File: config.mk
export PLATFORM = sky130hd
export DESIGN_NAME = uart_irq_ident
export DESIGN_NICKNAME = d
export VERILOG_FILES = /design/src/common/uart_irq_pkg.sv /design/src/hw/uart_irq_ident.sv /design/src/hw/char_timeout_timer.sv
export VERILOG_INCLUDE_DIRS = /design/src /design/src/common
export SDC_FILE = /design/constraint.sdc
export NUM_CORES = 1
export LEC_CHECK = 0
export BUFFER_PORTS_ARGS = -buffer_cell sky130_fd_sc_hd__buf_2
export CORE_ASPECT_RATIO = 1.5
export CORE_MARGIN = 5
export CORE_UTILIZATION = 30
export CTS_BUF_LIST = sky130_fd_sc_hd__clkbuf_2 sky130_fd_sc_hd__clkbuf_4 sky130_fd_sc_hd__clkbuf_8
export DETAILED_ROUTE_END_ITERATION = 10
export SLEW_MARGIN = 20
export SYNTH_ARGS = -nofsm -noshare
export SYNTH_HDL_FRONTEND = slang
export SYNTH_HIERARCHICAL = 1
export SYNTH_SLANG_ARGS = --single-unit
File: constraint.sdc
create_clock -name clk_i -period 4 [get_ports clk_i]
set_input_delay 0.6 -clock clk_i [delete_from_list [all_inputs] [get_ports clk_i]]
set_output_delay 0.6 -clock clk_i [all_outputs]
set_load 0.05 [all_outputs]
File: src/common/uart_irq_defs.svh
`ifndef UART_IRQ_DEFS_SVH
`define UART_IRQ_DEFS_SVH

// ----------------------------------------
// Register port
// ----------------------------------------
`define ADDR_W 4
`define DATA_W 8
`define OFF_IDENT 4'h2
`define OFF_CTRL 4'h8
`define OFF_IER 4'h9
`define OFF_EVT_STAT 4'ha
`define OFF_EVT_MASK 4'hb
`define OFF_PEND 4'hc

// ----------------------------------------
// Field positions
// ----------------------------------------
`define CTRL_FIFO_EN 0
`define CTRL_TRIG_LO 6
`define CTRL_TRIG_HI 7
`define IER_RX 0
`define IER_TX 1
`define IER_LS 2
`define IER_MS 3
`define EVT_W 5
`define EVT_LS 0
`define EVT_RDA 1
`define EVT_TO 2
`define EVT_THRE 3
`define EVT_MS 4

// ----------------------------------------
// Reset values
// ----------------------------------------
`define CTRL_RST 8'h00
`define IER_RST 4'h0
`define EVT_RST 5'h00

// ----------------------------------------
// Identification codes
// ----------------------------------------
`define CODE_NONE 4'h1
`define CODE_LS 4'h6
`define CODE_RDA 4'h4
`define CODE_TO 4'hc
`define CODE_THRE 4'h2
`define CODE_MS 4'h0

// ----------------------------------------
// Receive trigger levels and timeout
// ----------------------------------------
`define TRIG_00 8'h01
`define TRIG_01 8'h04
`define TRIG_10 8'h08
`define TRIG_11 8'h0e
`define LEVEL_W_DEF 5
`define TIMEOUT_CHARS_DEF 4

`endif

File: src/common/uart_irq_pkg.sv
package uart_irq_pkg;

   // ----------------------------------------
   // Line status error flags
   // ----------------------------------------
   typedef struct packed {
      logic overrun;
      logic parity_error;
      logic framing_error;
      logic break_indication;
   } line_errs_t;

   // ----------------------------------------
   // Modem status change flags
   // ----------------------------------------
   typedef struct packed {
      logic clear_to_send_change;
      logic data_set_ready_change;
      logic ring_trailing_edge;
      logic carrier_detect_change;
   } modem_changes_t;

   // ----------------------------------------
   // Host accesses to neighbouring registers
   // ----------------------------------------
   typedef struct packed {
      logic line_status_read;
      logic modem_status_read;
      logic rx_buf_read;
      logic tx_buf_write;
   } host_access_t;

endpackage

File: src/hw/uart_irq_ident.sv
// Chosen here: strobed register access.
`timescale 1ns/1ps
`include "uart_irq_defs.svh"

// Function
// RL1 - Pending sources rank line status, then receive data or timeout, then transmit empty, then modem status.
// RL2 - An identification read takes one frozen snapshot and later changes show only after the read.
// RL3 - Identification bits 7 and 6 both copy the FIFO enable bit.
// RL4 - Bits 3 to 1 give the top pending source, with bit 3 forced low outside FIFO mode.
// RL5 - Bit 0 is low while anything is pending, so an idle low nibble reads 0001.
// RL6 - Any line error flag gives code 0110 at top level until the line status register is read.
// RL7 - Data ready, or in FIFO mode a level at the trigger, gives code 0100 until drained.
// RL8 - In FIFO mode a non-empty idle receive FIFO for four character times gives code 1100 until read.
// RL9 - An empty transmit buffer gives code 0010 until an identification read shows it or a buffer write.
// RL10 - Any modem change flag gives code 0000 at lowest level until the modem status register is read.
// RL11 - The host line asserts for transmit empty only while its enable bit is set.
// RL12 - The trigger field picks 1, 4, 8 or 14 bytes for the receive threshold.
// RL13 - The host line drops one clock after no enabled source is pending, or after the identification read that holds it ends.
module uart_irq_ident #(
   parameter int LEVEL_W = `LEVEL_W_DEF,
   parameter int TIMEOUT_CHARS = `TIMEOUT_CHARS_DEF
) (
   // Clock and reset
   input wire logic clk_i,
   input wire logic rst_n_i,
   // Register port
   input wire logic [`ADDR_W-1:0] addr_i,
   input wire logic [`DATA_W-1:0] wdata_i,
   input wire logic wr_i,
   input wire logic rd_i,
   output logic [`DATA_W-1:0] rdata_o,
   // Line and modem status flags
   input wire uart_irq_pkg::line_errs_t line_errs_i,
   input wire uart_irq_pkg::modem_changes_t modem_changes_i,
   input wire logic rx_ready_flag_i,
   input wire logic tx_empty_flag_i,
   // Receive FIFO
   input wire logic [LEVEL_W-1:0] rx_level_i,
   input wire logic rx_push_i,
   input wire logic char_tick_i,
   // Host accesses elsewhere
   input wire uart_irq_pkg::host_access_t host_access_i,
   // Interrupts
   output logic host_irq_line_o,
   output logic evt_irq_o
);

   // ----------------------------------------
   // Checks
   // ----------------------------------------
   if (LEVEL_W < 4 || LEVEL_W > 8) begin : g_bad_level
      $error("LEVEL_W must be 4 to 8");
   end

   if (TIMEOUT_CHARS < 1 || TIMEOUT_CHARS > 255) begin : g_bad_timeout
      $error("TIMEOUT_CHARS must be 1 to 255");
   end

   // ----------------------------------------
   // Register decode
   // ----------------------------------------
   wire logic rd_ident = rd_i && (addr_i == `OFF_IDENT);
   wire logic wr_ctrl = wr_i && (addr_i == `OFF_CTRL);
   wire logic wr_ier = wr_i && (addr_i == `OFF_IER);
   wire logic wr_stat = wr_i && (addr_i == `OFF_EVT_STAT);
   wire logic wr_mask = wr_i && (addr_i == `OFF_EVT_MASK);

   // ----------------------------------------
   // Control registers
   // ----------------------------------------
   logic [`DATA_W-1:0] ctrl_q;
   logic [`DATA_W-1:0] ctrl_d;
   logic [3:0] ier_q;
   logic [3:0] ier_d;
   logic [`EVT_W-1:0] mask_q;
   logic [`EVT_W-1:0] mask_d;

   assign ctrl_d = wr_ctrl ? wdata_i : ctrl_q;
   assign ier_d = wr_ier ? wdata_i[3:0] : ier_q;
   assign mask_d = wr_mask ? wdata_i[`EVT_W-1:0] : mask_q;

   always_ff @(posedge clk_i or negedge rst_n_i) begin
      if (!rst_n_i) begin
         ctrl_q <= `CTRL_RST;
         ier_q <= `IER_RST;
         mask_q <= `EVT_RST;
      end else begin
         ctrl_q <= ctrl_d;
         ier_q <= ier_d;
         mask_q <= mask_d;
      end
   end

   wire logic fifo_enable_bit = ctrl_q[`CTRL_FIFO_EN];
   wire logic [1:0] rx_trigger_field = ctrl_q[`CTRL_TRIG_HI:`CTRL_TRIG_LO];
   wire logic rx_avail_irq_enable = ier_q[`IER_RX];
   wire logic tx_empty_irq_enable = ier_q[`IER_TX];
   wire logic ls_irq_enable = ier_q[`IER_LS];
   wire logic ms_irq_enable = ier_q[`IER_MS];

   // ----------------------------------------
   // Receive trigger threshold
   // ----------------------------------------
   logic [7:0] trig_level;
   logic [7:0] rx_level_ext;

   assign trig_level = (rx_trigger_field == 2'b00) ? `TRIG_00 :
                       (rx_trigger_field == 2'b01) ? `TRIG_01 :
                       (rx_trigger_field == 2'b10) ? `TRIG_10 :
                       `TRIG_11; // see RL12
   assign rx_level_ext = 8'(rx_level_i);

   // ----------------------------------------
   // Edge history of incoming flags and the transmit empty enable bit
   // ----------------------------------------
   logic ls_any_q;
   logic ms_any_q;
   logic tx_flag_q;
   logic tx_en_q;

   wire logic ls_any = |line_errs_i;
   wire logic ms_any = |modem_changes_i;

   always_ff @(posedge clk_i or negedge rst_n_i) begin
      if (!rst_n_i) begin
         ls_any_q <= 1'b0;
         ms_any_q <= 1'b0;
         tx_flag_q <= 1'b0;
         tx_en_q <= 1'b0;
      end else begin
         ls_any_q <= ls_any;
         ms_any_q <= ms_any;
         tx_flag_q <= tx_empty_flag_i;
         tx_en_q <= tx_empty_irq_enable;
      end
   end

   // ----------------------------------------
   // Source conditions
   // ----------------------------------------
   logic ls_q;
   logic ls_d;
   logic ms_q;
   logic ms_d;
   logic thre_q;
   logic thre_d;
   logic timeout;
   logic rda;

   wire logic ls_set = ls_any && !ls_any_q;
   wire logic ms_set = ms_any && !ms_any_q;
   wire logic tx_rise = tx_empty_flag_i && !tx_flag_q;
   wire logic tx_en_rise = tx_empty_irq_enable && !tx_en_q && tx_empty_flag_i;
   wire logic thre_set = tx_rise || tx_en_rise;

   // ----------------------------------------
   // Source sets held over an identification read
   // ----------------------------------------
   logic [2:0] defer_q;
   logic [2:0] defer_d;
   logic [2:0] raw_set;
   logic [2:0] eff_set;

   assign raw_set = {thre_set, ms_set, ls_set};
   assign defer_d = rd_ident ? (raw_set | defer_q) : '0;
   assign eff_set = rd_ident ? '0 : (raw_set | defer_q); // see RL2

   // Set wins over a clear in the same cycle
   assign ls_d = eff_set[0] || (ls_q && !host_access_i.line_status_read); // see RL6
   assign ms_d = eff_set[1] || (ms_q && !host_access_i.modem_status_read); // see RL10

   assign rda = fifo_enable_bit ? (rx_level_ext >= trig_level) : rx_ready_flag_i; // see RL7

   char_timeout_timer #(
      .TIMEOUT_CHARS(TIMEOUT_CHARS)
   ) u_timeout (
      .clk_i(clk_i),
      .rst_n_i(rst_n_i),
      .enable_i(fifo_enable_bit),
      .nonempty_i(rx_level_i != '0),
      .activity_i(rx_push_i || host_access_i.rx_buf_read),
      .char_tick_i(char_tick_i),
      .clear_i(host_access_i.rx_buf_read),
      .timeout_o(timeout)
   ); // see RL8

   // ----------------------------------------
   // Enabled pending sources
   // ----------------------------------------
   logic [`EVT_W-1:0] pend;

   assign pend[`EVT_LS] = ls_q && ls_irq_enable;
   assign pend[`EVT_RDA] = rda && rx_avail_irq_enable;
   assign pend[`EVT_TO] = timeout && rx_avail_irq_enable;
   assign pend[`EVT_THRE] = thre_q && tx_empty_irq_enable; // see RL11
   assign pend[`EVT_MS] = ms_q && ms_irq_enable;

   wire logic any_pend = |pend;

   // ----------------------------------------
   // Priority and identification byte
   // ----------------------------------------
   logic [3:0] code;
   logic [3:0] code_vis;
   logic [`DATA_W-1:0] ident_byte;

   assign code = pend[`EVT_LS] ? `CODE_LS :
                 pend[`EVT_RDA] ? `CODE_RDA :
                 pend[`EVT_TO] ? `CODE_TO :
                 pend[`EVT_THRE] ? `CODE_THRE :
                 pend[`EVT_MS] ? `CODE_MS :
                 `CODE_NONE; // see RL1 see RL5
   assign code_vis = {code[3] && fifo_enable_bit, code[2:0]}; // see RL4
   assign ident_byte = {fifo_enable_bit, fifo_enable_bit, 2'b00, code_vis}; // see RL3

   // ----------------------------------------
   // Transmit empty condition
   // ----------------------------------------
   wire logic ident_shows_thre = rd_ident && (code == `CODE_THRE);
   wire logic thre_clr = ident_shows_thre || host_access_i.tx_buf_write;

   assign thre_d = eff_set[2] || (thre_q && !thre_clr); // see RL9

   always_ff @(posedge clk_i or negedge rst_n_i) begin
      if (!rst_n_i) begin
         ls_q <= 1'b0;
         ms_q <= 1'b0;
         thre_q <= 1'b0;
         defer_q <= '0;
      end else begin
         ls_q <= ls_d;
         ms_q <= ms_d;
         thre_q <= thre_d;
         defer_q <= defer_d;
      end
   end

   // ----------------------------------------
   // Host interrupt line
   // ----------------------------------------
   logic host_irq_d;

   // Held through an identification read
   assign host_irq_d = rd_ident ? host_irq_line_o : any_pend; // see RL2 see RL13

   always_ff @(posedge clk_i or negedge rst_n_i) begin
      if (!rst_n_i) begin
         host_irq_line_o <= 1'b0;
      end else begin
         host_irq_line_o <= host_irq_d;
      end
   end

   // ----------------------------------------
   // Sticky event status
   // ----------------------------------------
   logic [`EVT_W-1:0] pend_q;
   logic [`EVT_W-1:0] stat_q;
   logic [`EVT_W-1:0] stat_d;
   logic [`EVT_W-1:0] stat_clr;
   logic evt_irq_d;
   logic [`EVT_W-1:0] evt_set;

   // Per event bit, set wins over a write-one clear
   for (genvar b = 0; b < `EVT_W; b++) begin : g_evt
      assign evt_set[b] = pend[b] && !pend_q[b];
      assign stat_clr[b] = wr_stat && wdata_i[b];
      assign stat_d[b] = evt_set[b] || (stat_q[b] && !stat_clr[b]);
   end

   assign evt_irq_d = |(stat_d & mask_d);

   always_ff @(posedge clk_i or negedge rst_n_i) begin
      if (!rst_n_i) begin
         pend_q <= `EVT_RST;
         stat_q <= `EVT_RST;
         evt_irq_o <= 1'b0;
      end else begin
         pend_q <= pend;
         stat_q <= stat_d;
         evt_irq_o <= evt_irq_d;
      end
   end

   // ----------------------------------------
   // Read data
   // ----------------------------------------
   logic [`DATA_W-1:0] rd_sel;
   logic [`DATA_W-1:0] rdata_d;

   // Snapshot of the identification byte taken in the read cycle
   always_comb begin
      rd_sel = 8'h00;
      if (addr_i == `OFF_IDENT) begin
         rd_sel = ident_byte; // see RL2
      end else if (addr_i == `OFF_CTRL) begin
         rd_sel = ctrl_q;
      end else if (addr_i == `OFF_IER) begin
         rd_sel = {4'h0, ier_q};
      end else if (addr_i == `OFF_EVT_STAT) begin
         rd_sel = {3'h0, stat_q};
      end else if (addr_i == `OFF_EVT_MASK) begin
         rd_sel = {3'h0, mask_q};
      end else if (addr_i == `OFF_PEND) begin
         rd_sel = {3'h0, pend};
      end
   end
   assign rdata_d = rd_i ? rd_sel : 8'h00;

   always_ff @(posedge clk_i or negedge rst_n_i) begin
      if (!rst_n_i) begin
         rdata_o <= 8'h00;
      end else begin
         rdata_o <= rdata_d;
      end
   end

endmodule // uart_irq_ident

File: src/hw/char_timeout_timer.sv
`timescale 1ns/1ps

module char_timeout_timer #(
   parameter int TIMEOUT_CHARS = 4
) (
   // Clock and reset
   input wire logic clk_i,
   input wire logic rst_n_i,
   // Receive FIFO view
   input wire logic enable_i,
   input wire logic nonempty_i,
   input wire logic activity_i,
   input wire logic char_tick_i,
   input wire logic clear_i,
   // Result
   output logic timeout_o
);

   // ----------------------------------------
   // Checks
   // ----------------------------------------
   if (TIMEOUT_CHARS < 1 || TIMEOUT_CHARS > 255) begin : g_bad_chars
      $error("TIMEOUT_CHARS out of range");
   end

   localparam logic [7:0] LAST = 8'(TIMEOUT_CHARS - 1);

   // ----------------------------------------
   // Idle character counter
   // ----------------------------------------
   logic [7:0] cnt_q;
   logic [7:0] cnt_d;
   logic timeout_d;
   wire logic idle_run = enable_i && nonempty_i && !activity_i;
   wire logic expire = idle_run && char_tick_i && (cnt_q == LAST);

   assign cnt_d = !idle_run ? 8'h00 : (char_tick_i && cnt_q != LAST) ? cnt_q + 8'h01 : cnt_q;
   assign timeout_d = (expire || timeout_o) && !clear_i && enable_i; // see RL8

   always_ff @(posedge clk_i or negedge rst_n_i) begin
      if (!rst_n_i) begin
         cnt_q <= 8'h00;
         timeout_o <= 1'b0;
      end else begin
         cnt_q <= cnt_d;
         timeout_o <= timeout_d;
      end
   end

endmodule // char_timeout_timer

==> results of run 1 <==
==> cell type report <==
class                   instances  share of cell area
multi-input cells             172              0.3869
repair buffers                 47             0.07463
inverters                      21             0.02474
clock inverters                 3            0.008248
flip-flops and latches         56              0.4399
well taps                     112             0.04399
clock buffers                   5             0.02160
==> cell usage after synthesis, types with 2 or more instances <==
master,number,area share
and3b_1,2,0.0064
a21o_1,4,0.011
o22a_1,2,0.0064
dfrtp_1,56,0.51
mux2_2,14,0.057
xor2_1,2,0.0064
or4_1,2,0.0054
or3_1,4,0.0091
nor3_1,3,0.0054
o21a_1,3,0.0082
nor4_1,2,0.0045
a41oi_1,3,0.0095
a32oi_1,2,0.0064
o21ai_0,8,0.015
a21boi_0,2,0.0054
clkbuf_1,3,0.0041
nor3b_2,2,0.0091
nand2b_1,9,0.020
buf_6,2,0.0082
a211oi_1,3,0.0082
a31oi_1,2,0.0045
ha_1,5,0.023
nand3_1,3,0.0054
nor2_1,9,0.012
o22ai_1,8,0.018
nand4_1,3,0.0068
a211o_1,2,0.0064
inv_1,21,0.029
nor2b_1,3,0.0068
nand2_1,26,0.035
mux2i_1,6,0.022
a21oi_1,12,0.022
==> layer usage <==
layer,vias up,global-route usage,routed length [um]
li1,1021,-,-
met1,1040,0.1406,2560
met2,50,0.2252,3569
met3,9,0.02839,348
met4,0,0.04004,119
met5,-,0,0
==> state kept, by name, summed over array words and instances (netlist names) <==
name,count
ls_q,1
pend_q,5
u_timeout/cnt_q,8
evt_irq_o,1
ctrl_q,8
u_timeout/timeout_o,1
stat_q,5
ms_q,1
tx_flag_q,1
ier_q,4
ls_any_q,1
mask_q,5
rdata_o,8
tx_en_q,1
defer_q,3
ms_any_q,1
thre_q,1
host_irq_line_o,1
==> cell families (layout without fill, tap and decap cells) <==
kind of cell,after synthesis,in the layout,share of synthesized area
DFF,56,56,0.5079
muxes,21,21,0.08435
xor gates and xnor gates,2,2,0.006350
AOI/OAI and AO/OA,66,66,0.1687
buffers and inverters,28,76,0.04535
adders and majority gates,5,5,0.02268
and+or+nand+nor,78,78,0.1646
==> power groups by stage <==
stage	combinational [W]	clock (W)	sequential, W
global placement	0.000240	0	0.000685
floorplan	0.000143	0	0.000694
detailed placement	0.000246	0	0.000684
CTS	0.000246	0.000344	0.000673
global route	0.000270	0.000370	0.000681
finish	0.000242	0.000325	0.000671
==> critical path: stages (launching register included) <==
cell	delay, ps
dfrtp_1	440
nor2_1	120
ha_1	230
nand2b_1	140
a21oi_1	150
o211ai_1	200
a211o_1	310
a311oi_1	350
==> worst max path at each step <==
stage,start,endpoint,slack (ps),cells past startpoint
after global placement,addr_i[0],thre_q$_DFF_PN0_,1750,6
final,ctrl_q[7]$_DFFE_PN0P_,rdata_o[1]$_DFF_PN0_,1960,7
after floorplan,rx_level_i[0],rdata_o[1]$_DFF_PN0_,2080,7
after CTS,ctrl_q[7]$_DFFE_PN0P_,rdata_o[1]$_DFF_PN0_,1960,7
after detailed placement,addr_i[0],thre_q$_DFF_PN0_,1680,6
after global routing,ctrl_q[6]$_DFFE_PN0P_,rdata_o[1]$_DFF_PN0_,1800,7
==> per-stage QoR <==
stage	hold slack (ps)	cell area, sq um
after floorplan	304.4	2759
after global placement	386.6	3090
after detailed placement	389.0	3090
after CTS	275.8	3186
after global routing	315.9	3186
final	270.6	3186
==> impl_metrics.env, run 1 <==
export IMPL_synth_cell_types=60
export IMPL_required_ps=4200
export IMPL_dr_pass1_iters=4
export IMPL_instances_no_fill=416
export IMPL_tns_ps=0
export IMPL_tightest_slew_ps=592.5
export IMPL_grt_pass1_vias=2142
export IMPL_rows=43
export IMPL_cts_buffers_inserted=5
export IMPL_multi_input_comb_area_sq_um=1232
export IMPL_die_h_um=127.5
export IMPL_status="finished, final reports clean"
export IMPL_drt_iter0_drc=89
export IMPL_clkPwrFrac=0.262
export IMPL_skew_ps=9.590
export IMPL_cts_sinks=56
export IMPL_max_slew_margin=0.6050
export IMPL_cts_hold_buffers=0
export IMPL_pre_cts_slack_ps=1682
export IMPL_utilization=0.3483
export IMPL_dieArea_sq_um=11250
export IMPL_cts_resized=0
export IMPL_clock_tree_root_cell="clkbuf_8"
export IMPL_worst_r2r_cell_count=7
export IMPL_gp_congestion=0.8722
export IMPL_core_sq_um=9146
export IMPL_cellLeakagePower_nw=1.483
export IMPL_synth_area_per_cell_sq_um=10.78
export IMPL_htreeDepth=2
export IMPL_slew_violations=0
export IMPL_ios=47
export IMPL_p_comb_frac=0.195
export IMPL_dp_hpwl_mm=5.269
export IMPL_p_sw_w=0.0003781
export IMPL_drt_vias_per_instance=5.096
export IMPL_wl_per_cell_um=15.86
export IMPL_vias=2120
export IMPL_regArea_sq_um=1401
export IMPL_layout_commonest_cell="dfrtp_1"
export IMPL_nets=345
export IMPL_start_util=0.3016
export IMPL_worstSetupEndpointType="register"
export IMPL_ys_seq_area_frac=0.5079
export IMPL_rr_endpoint="rdata_o[1]$_DFF_PN0_"
export IMPL_io_buffers=46
export IMPL_reg2reg_slack_ps=1960
export IMPL_yosysWarnings=6
export IMPL_grt_pass1_wl_mm=10.74
export IMPL_clockBufferDepth=2
export IMPL_rsz0062_at_grt="false"
export IMPL_synth_area_sq_um=2759
export IMPL_clk_pin_slew_ps=100
export IMPL_cts_setup_buffers=0
export IMPL_critPathMaxFanout=5
export IMPL_grt_antenna_before_repair=0
export IMPL_die_width_um=88.30
export IMPL_worstSetupPathType="reg -> reg"
export IMPL_seqPwrFrac=0.542
export IMPL_worstPathArrival_ps=2250
export IMPL_insertion_delay_ps=320
export IMPL_ys_flop_type="dfrtp_1"
export IMPL_crit_reg2reg_launch="ctrl_q[7]$_DFFE_PN0P_"
export IMPL_drive_gt1_frac=0.2632
export IMPL_synth_enable_flop_cells=0
export IMPL_antenna_cells=0
export IMPL_drv_cap=0
export IMPL_setup_viol=0
export IMPL_ys_async_sr_fraction=1.000
export IMPL_p_int_w=0.0008591
export IMPL_sw_frac_of_total=0.3056
export IMPL_area_growth_pct=15.47
export IMPL_period_minus_slack_ps=2045
export IMPL_placed_cells=408
export IMPL_peakVddDrop_v=0.0001886
export IMPL_wl_mm=6.598
export IMPL_worstHoldPathType="in -> async"
export IMPL_antenna_left=0
export IMPL_synth_seq_cells=56
export IMPL_fmax_ghz=0.4891
export IMPL_cp_start_kind="register"
export IMPL_final_hold_violation_count=0
export IMPL_fin_ws_ps=1955
export IMPL_synth_nets=298
export IMPL_design_power_total_w=0.001237
export IMPL_netlist_instances=256
export IMPL_finalCritPeriodShare=0.5111
export IMPL_gr_total_overflow=0
export IMPL_cts_tree="done"
export IMPL_power_density_nw_per_um2=388.4
export IMPL_layout_common_cells="56 x dfrtp_1, 46 x buf_2, 26 x nand2_1"
export IMPL_drc=0
export IMPL_grt_max_degree=32
export IMPL_grtUsageTotal=0.1242
export IMPL_fill_cells=957
No activity file was read; power rests on OpenSTA's default activity.
==> run 2: changes to the inputs <==
Clock period 4 ns to 1.7 ns, I/O delays scaled along.
==> run 2 against run 1 <==
  * The flow now finishes with violations (setup timing)
  * Power rose to 2.5 times the previous value
  * First-iteration DRC count increased by 22%
  * Critical path depth stayed put
  * Worst hold slack worse by 230 ps
  * Sequential cell count unchanged
  * Non-clock buffer count up 19
  * Die area is the same
  * Wire length rose by 5.9%
  * Final cell count grew 4.6%
  * Clock power increased to 2.8 times the previous value
  * Via count up 2.4%
  * Register-to-register slack worse by 2100 ps
  * Largest power group unchanged
  * Highest routed layer unchanged
==> impl_metrics.env, run 2 (synthesis gave the netlist of run 1 again) <==
export IMPL_cellLeakagePower_nw=1.595
export IMPL_worstHoldPathType="in -> reg"
export IMPL_htreeDepth=2
export IMPL_drc=0
export IMPL_required_ps=1930
export IMPL_setup_viol=7
export IMPL_crit_family="compound AO/OA/AOI/OAI gates"
export IMPL_fin_area_sq_um=3407
export IMPL_cp_start_kind="register"
export IMPL_antenna_left=0
export IMPL_vias=2170
export IMPL_nets=364
export IMPL_fill_cells=948
export IMPL_dieArea_sq_um=11250
export IMPL_status="finished with violations"
export IMPL_gp_congestion=0.8178
export IMPL_grt_antenna_before_repair=0
export IMPL_finalCritPeriodShare=1.096
export IMPL_clk_pin_slew_ps=100
export IMPL_fin_ws_ps=-163.5
export IMPL_clock_tree_root_cell="clkbuf_8"
export IMPL_worstSetupEndpointType="register"
export IMPL_rsz0062_at_grt="true"
export IMPL_antenna_cells=0
export IMPL_worstSetupPathType="reg -> reg"
export IMPL_final_hold_violation_count=0
export IMPL_die_h_um=127.5
export IMPL_slew_violations=0
export IMPL_grtUsageTotal=0.1358
export IMPL_cts_tree="done"
export IMPL_max_slew_margin=0.6514
export IMPL_insertion_delay_ps=330
export IMPL_period_minus_slack_ps=1864
export IMPL_tns_ps=-627.6
export IMPL_clockBufferDepth=2
export IMPL_power_density_nw_per_um2=923.0
export IMPL_drv_cap=0
export IMPL_cp_num_buf_inv=0
export IMPL_wl_mm=6.988
export IMPL_start_util=0.3016
export IMPL_cts_buffers_inserted=5
export IMPL_dpl_cell_area_sq_um=3243
export IMPL_skew_ps=13.15
export IMPL_critical_path_max_stage_delay_ps=430
export IMPL_ios=47
export IMPL_layout_common_cells="56 x dfrtp_1, 46 x buf_2, 25 x nand2_1"
export IMPL_reg_top3="ctrl_q: 8 flops, rdata_o: 8 flops, u_timeout/cnt_q: 8 flops"
export IMPL_crit_slowest_cell="o211ai_1"
export IMPL_fmax_ghz=0.5366
export IMPL_grt_max_degree=57
export IMPL_wl_per_cell_um=16.06
export IMPL_drt_iter0_drc=109
export IMPL_drive_gt1_frac=0.3251
export IMPL_crit_chain="nor2_1 > ha_1 > nand2b_1 > a21oi_2 > o211ai_1 > a41oi_1 > a311oi_2"
export IMPL_critPathMaxFanout=5
export IMPL_dr_pass1_iters=5
export IMPL_grt_pass1_vias=2348
export IMPL_gr_total_overflow=0
export IMPL_layout_commonest_cell="dfrtp_1"
export IMPL_area_growth_pct=23.49
export IMPL_drt_vias_per_instance=4.989
export IMPL_violations="setup timing"
export IMPL_dp_hpwl_mm=5.434
export IMPL_tightest_slew_ps=520.6
export IMPL_peakVddDrop_v=0.0003328
export IMPL_io_buffers=46
export IMPL_core_sq_um=9146
export IMPL_whs_ps=44.40
export IMPL_die_width_um=88.30
export IMPL_cts_sinks=56
export IMPL_grt_pass1_wl_mm=11.85
export IMPL_worstPathArrival_ps=2100
export IMPL_rows=43
==> run 2: layout make-up <==
| type | instances | area [sq um] | share of cell area |
|---|---|---|---|
| inverter | 21 | 78.83 | 0.02314 |
| multi-input combinational | 172 | 1264 | 0.3709 |
| timing repair buffer | 66 | 407.9 | 0.1197 |
| clock buffer | 6 | 76.32 | 0.02240 |
| clock inverter | 2 | 38.79 | 0.01138 |
| sequential | 56 | 1401 | 0.4113 |
| tap | 112 | 140.1 | 0.04113 |
==> run 2: worst reg2reg max path: cells and delay by family, from the launching register on <==
family	cells	cell delay [ps]
compound gates	4	950
fa+ha+maj	1	260
flops	1	390
simple gates	2	160
==> run 2: metrics by stage <==
step / utilization / instances / total power (W) / setup slack (ps)
floorplan: - / 256 / 0.001970 / -13.75
global placement: 0.3546 / 425 / 0.002224 / -105.5
detailed placement: 0.3546 / 425 / 0.002240 / -222.2
CTS: 0.3698 / 435 / 0.003170 / -168.0
global route: 0.3725 / 435 / 0.003329 / -276.3
finish: 0.3725 / 435 / 0.003145 / -163.5
==> run 2: repair_timing <==
action                                 4_1_cts  5_1_grt
endpoints found under the hold margin       56        0
pin swaps                                    2        4
setup endpoints to repair                    7        9
hold buffers                                 1        0
buffers inserted                             1        0
resized for setup                            1        6
==> run 2: final timing paths <==
path                            slack [ps]  cells after the start             startpoint                        endpoint
worst max-delay path                  -160                      7  ctrl_q[6]$_DFFE_PN0P_            rdata_o[1]$_DFF_PN0_
worst max register to register        -160                      7  ctrl_q[6]$_DFFE_PN0P_            rdata_o[1]$_DFF_PN0_
worst min register to register         440                      0   ier_q[1]$_DFFE_PN0P_               tx_en_q$_DFF_PN0_
min in group asynchronous              440                      3                rst_n_i  u_timeout/cnt_q[6]$_DFFE_PN0P_
max in group asynchronous             1000                      3                rst_n_i           ctrl_q[4]$_DFFE_PN0P_
worst min-delay path                    40                      1        tx_empty_flag_i             tx_flag_q$_DFF_PN0_
==> run 2: power breakdown <==
group          switching [W]  internal [W]  total, W
Sequential         0.0000875       0.00148   0.00156
Combinational       0.000377      0.000301  0.000677
Clock               0.000443      0.000461  0.000904
Total               0.000907       0.00224   0.00314
==> run 2: per-layer routing <==
layer / share of wire / GRT usage / vias to the layer above
met5: 0 / 0 / -
met4: 0.013 / 0.04004 / 0
met3: 0.040 / 0.03097 / 6
met2: 0.56 / 0.2450 / 29
met1: 0.39 / 0.1566 / 1077
li1: - / - / 1058
==> run 3: changes to the inputs <==
Settings changed: CELL_PAD_IN_SITES_DETAIL_PLACEMENT from default to 2, CELL_PAD_IN_SITES_GLOBAL_PLACEMENT from default to 2, PLACE_DENSITY_LB_ADDON from default to 0.1, SKIP_CTS_REPAIR_TIMING from default to 1.
==> run 3 against run 2 <==
  * The flow still finishes with violations (setup timing)
  * Final cell count increased by 0.92%
  * Combinational power increased by 3.4%
  * Sequential cell count unchanged
  * Sequential power about the same
  * Core utilization increased by 0.33 points
  * Sequential share of layout area decreased by 0.36 points
  * Worst setup slack got worse by 82 ps
  * Clock skew decreased by 3.5 ps
  * Register-to-register slack got worse by 80 ps
  * Via count increased by 4.1%
  * Wire length increased by 17%
==> impl_metrics.env, run 3 (synthesis gave the netlist of run 1 again) <==
export IMPL_status="finished with violations"
export IMPL_violations="setup timing"
export IMPL_clk_pin_slew_ps=110
export IMPL_worstHoldPathType="in -> reg"
export IMPL_drv_cap=0
export IMPL_htreeDepth=2
export IMPL_vias=2259
export IMPL_drive_gt1_frac=0.3242
export IMPL_rows=43
export IMPL_clockBufferDepth=2
export IMPL_period_minus_slack_ps=1946
export IMPL_die_h_um=127.5
export IMPL_layout_commonest_cell="dfrtp_1"
export IMPL_grt_max_degree=57
export IMPL_ios=47
export IMPL_gp_congestion=0.7365
export IMPL_crit_chain="nor2_1 > ha_1 > nand2b_4 > a21oi_2 > o211ai_1 > nand2_1 > buf_4 > a31o_2"
export IMPL_grt_pass1_wl_mm=13.17
export IMPL_rr_endpoint="rdata_o[0]$_DFF_PN0_"
export IMPL_die_width_um=88.30
export IMPL_fill_cells=998
export IMPL_cp_start_kind="register"
export IMPL_cp_num_buf_inv=1
export IMPL_critPathMaxFanout=5
export IMPL_insertion_delay_ps=320
export IMPL_antenna_cells=0
export IMPL_io_buffers=46
export IMPL_grt_pass1_vias=2541
export IMPL_peakVddDrop_v=0.0004803
export IMPL_skew_ps=9.694
export IMPL_rsz0062_at_grt="true"
export IMPL_fmax_ghz=0.5139
export IMPL_pre_cts_slack_ps=-232.1
export IMPL_start_util=0.3016
export IMPL_dp_hpwl_mm=6.319
export IMPL_fin_ws_ps=-246.0
export IMPL_slew_violations=0
export IMPL_crit_family="compound AO/OA/AOI/OAI gates"
export IMPL_drc=0
export IMPL_clock_tree_root_cell="clkbuf_8"
export IMPL_worstSetupEndpointType="register"
export IMPL_whs_ps=39.68
export IMPL_grt_antenna_before_repair=0
export IMPL_core_sq_um=9146
export IMPL_drt_vias_per_instance=5.146
export IMPL_power_density_nw_per_um2=938.4
export IMPL_nets=368
export IMPL_crit_start="ctrl_q[6]$_DFFE_PN0P_"
export IMPL_tightest_slew_ps=562.7
export IMPL_grtUsageTotal=0.1538
export IMPL_setup_viol=9
export IMPL_min_path_cells=1
export IMPL_cp_endpoint="rdata_o[0]$_DFF_PN0_"
export IMPL_cellLeakagePower_nw=1.621
export IMPL_worstSetupPathType="reg -> reg"
export IMPL_crit_slowest_cell="o211ai_1"
export IMPL_reg_top3="ctrl_q: 8 flops, rdata_o: 8 flops, u_timeout/cnt_q: 8 flops"
export IMPL_dieArea_sq_um=11250
export IMPL_finalCritPeriodShare=1.145
export IMPL_cts_tree="done"
export IMPL_final_hold_violation_count=0
export IMPL_critical_path_cell_count=8
export IMPL_dr_pass1_iters=3
export IMPL_required_ps=1920
export IMPL_critical_path_max_stage_delay_ps=460
export IMPL_reg2reg_slack_ps=-250
export IMPL_cts_buffers_inserted=5
export IMPL_cts_sinks=56
export IMPL_gr_total_overflow=0
export IMPL_layout_common_cells="56 x dfrtp_1, 46 x buf_2, 26 x nand2_1"
export IMPL_wl_per_cell_um=18.58
export IMPL_worstPathArrival_ps=2170
export IMPL_crit_reg2reg_launch="ctrl_q[6]$_DFFE_PN0P_"
export IMPL_drt_iter0_drc=42
export IMPL_tns_ps=-1403
export IMPL_antenna_left=0
export IMPL_area_growth_pct=24.58
export IMPL_max_slew_margin=0.6232
export IMPL_wl_mm=8.156
export IMPL_worst_r2r_cell_count=8
-- run 3: power breakdown --
group / switching (W) / total, W / internal [W]
clock network: 0.000470 / 0.000953 / 0.000483
registers: 0.0000961 / 0.00157 / 0.00148
logic: 0.000381 / 0.000700 / 0.000319
-- run 3: worst min path at each step --
stage	slack, ps	endpoint	start
6_report	40	tx_flag_q$_DFF_PN0_	tx_empty_flag_i
5_1_grt	20	tx_flag_q$_DFF_PN0_	tx_empty_flag_i
4_1_cts	-80	u_timeout/cnt_q[4]$_DFFE_PN0P_	rst_n_i
3_5_place_dp	290	u_timeout/cnt_q[4]$_DFFE_PN0P_	rst_n_i
3_3_place_gp	290	u_timeout/cnt_q[4]$_DFFE_PN0P_	rst_n_i
2_1_floorplan	-40	ctrl_q[0]$_DFFE_PN0P_	rst_n_i
-- run 3: final cells by class --
class	instances	area [sq um]	area share
clock inverters	2	38.79	0.01129
multi-input cells	172	1257	0.3659
well taps	112	140.1	0.04077
inverters	21	78.83	0.02293
repair buffers	70	437.9	0.1274
clock buffers	6	82.58	0.02403
flip-flops and latches	56	1401	0.4077
-- run 3: per-stage QoR --
stage / utilization / total power (W) / instances / instance area, sq um
final: 0.3758 / 0.003225 / 439 / 3437
after global routing: 0.3758 / 0.003415 / 439 / 3437
after detailed placement: 0.3570 / 0.002277 / 428 / 3266
after global placement: 0.3570 / 0.002254 / 428 / 3266
after CTS: 0.3703 / 0.003259 / 436 / 3387
after floorplan: - / 0.001970 / 256 / 2759
-- run 3: metal layers --
metal  vias to the layer above  share of wire  track usage
met5                         -              0            0
met4                         0          0.032      0.06762
met3                        16          0.029      0.02323
met2                        35           0.54       0.2750
met1                      1147           0.40       0.1768
li1                       1061              -            -
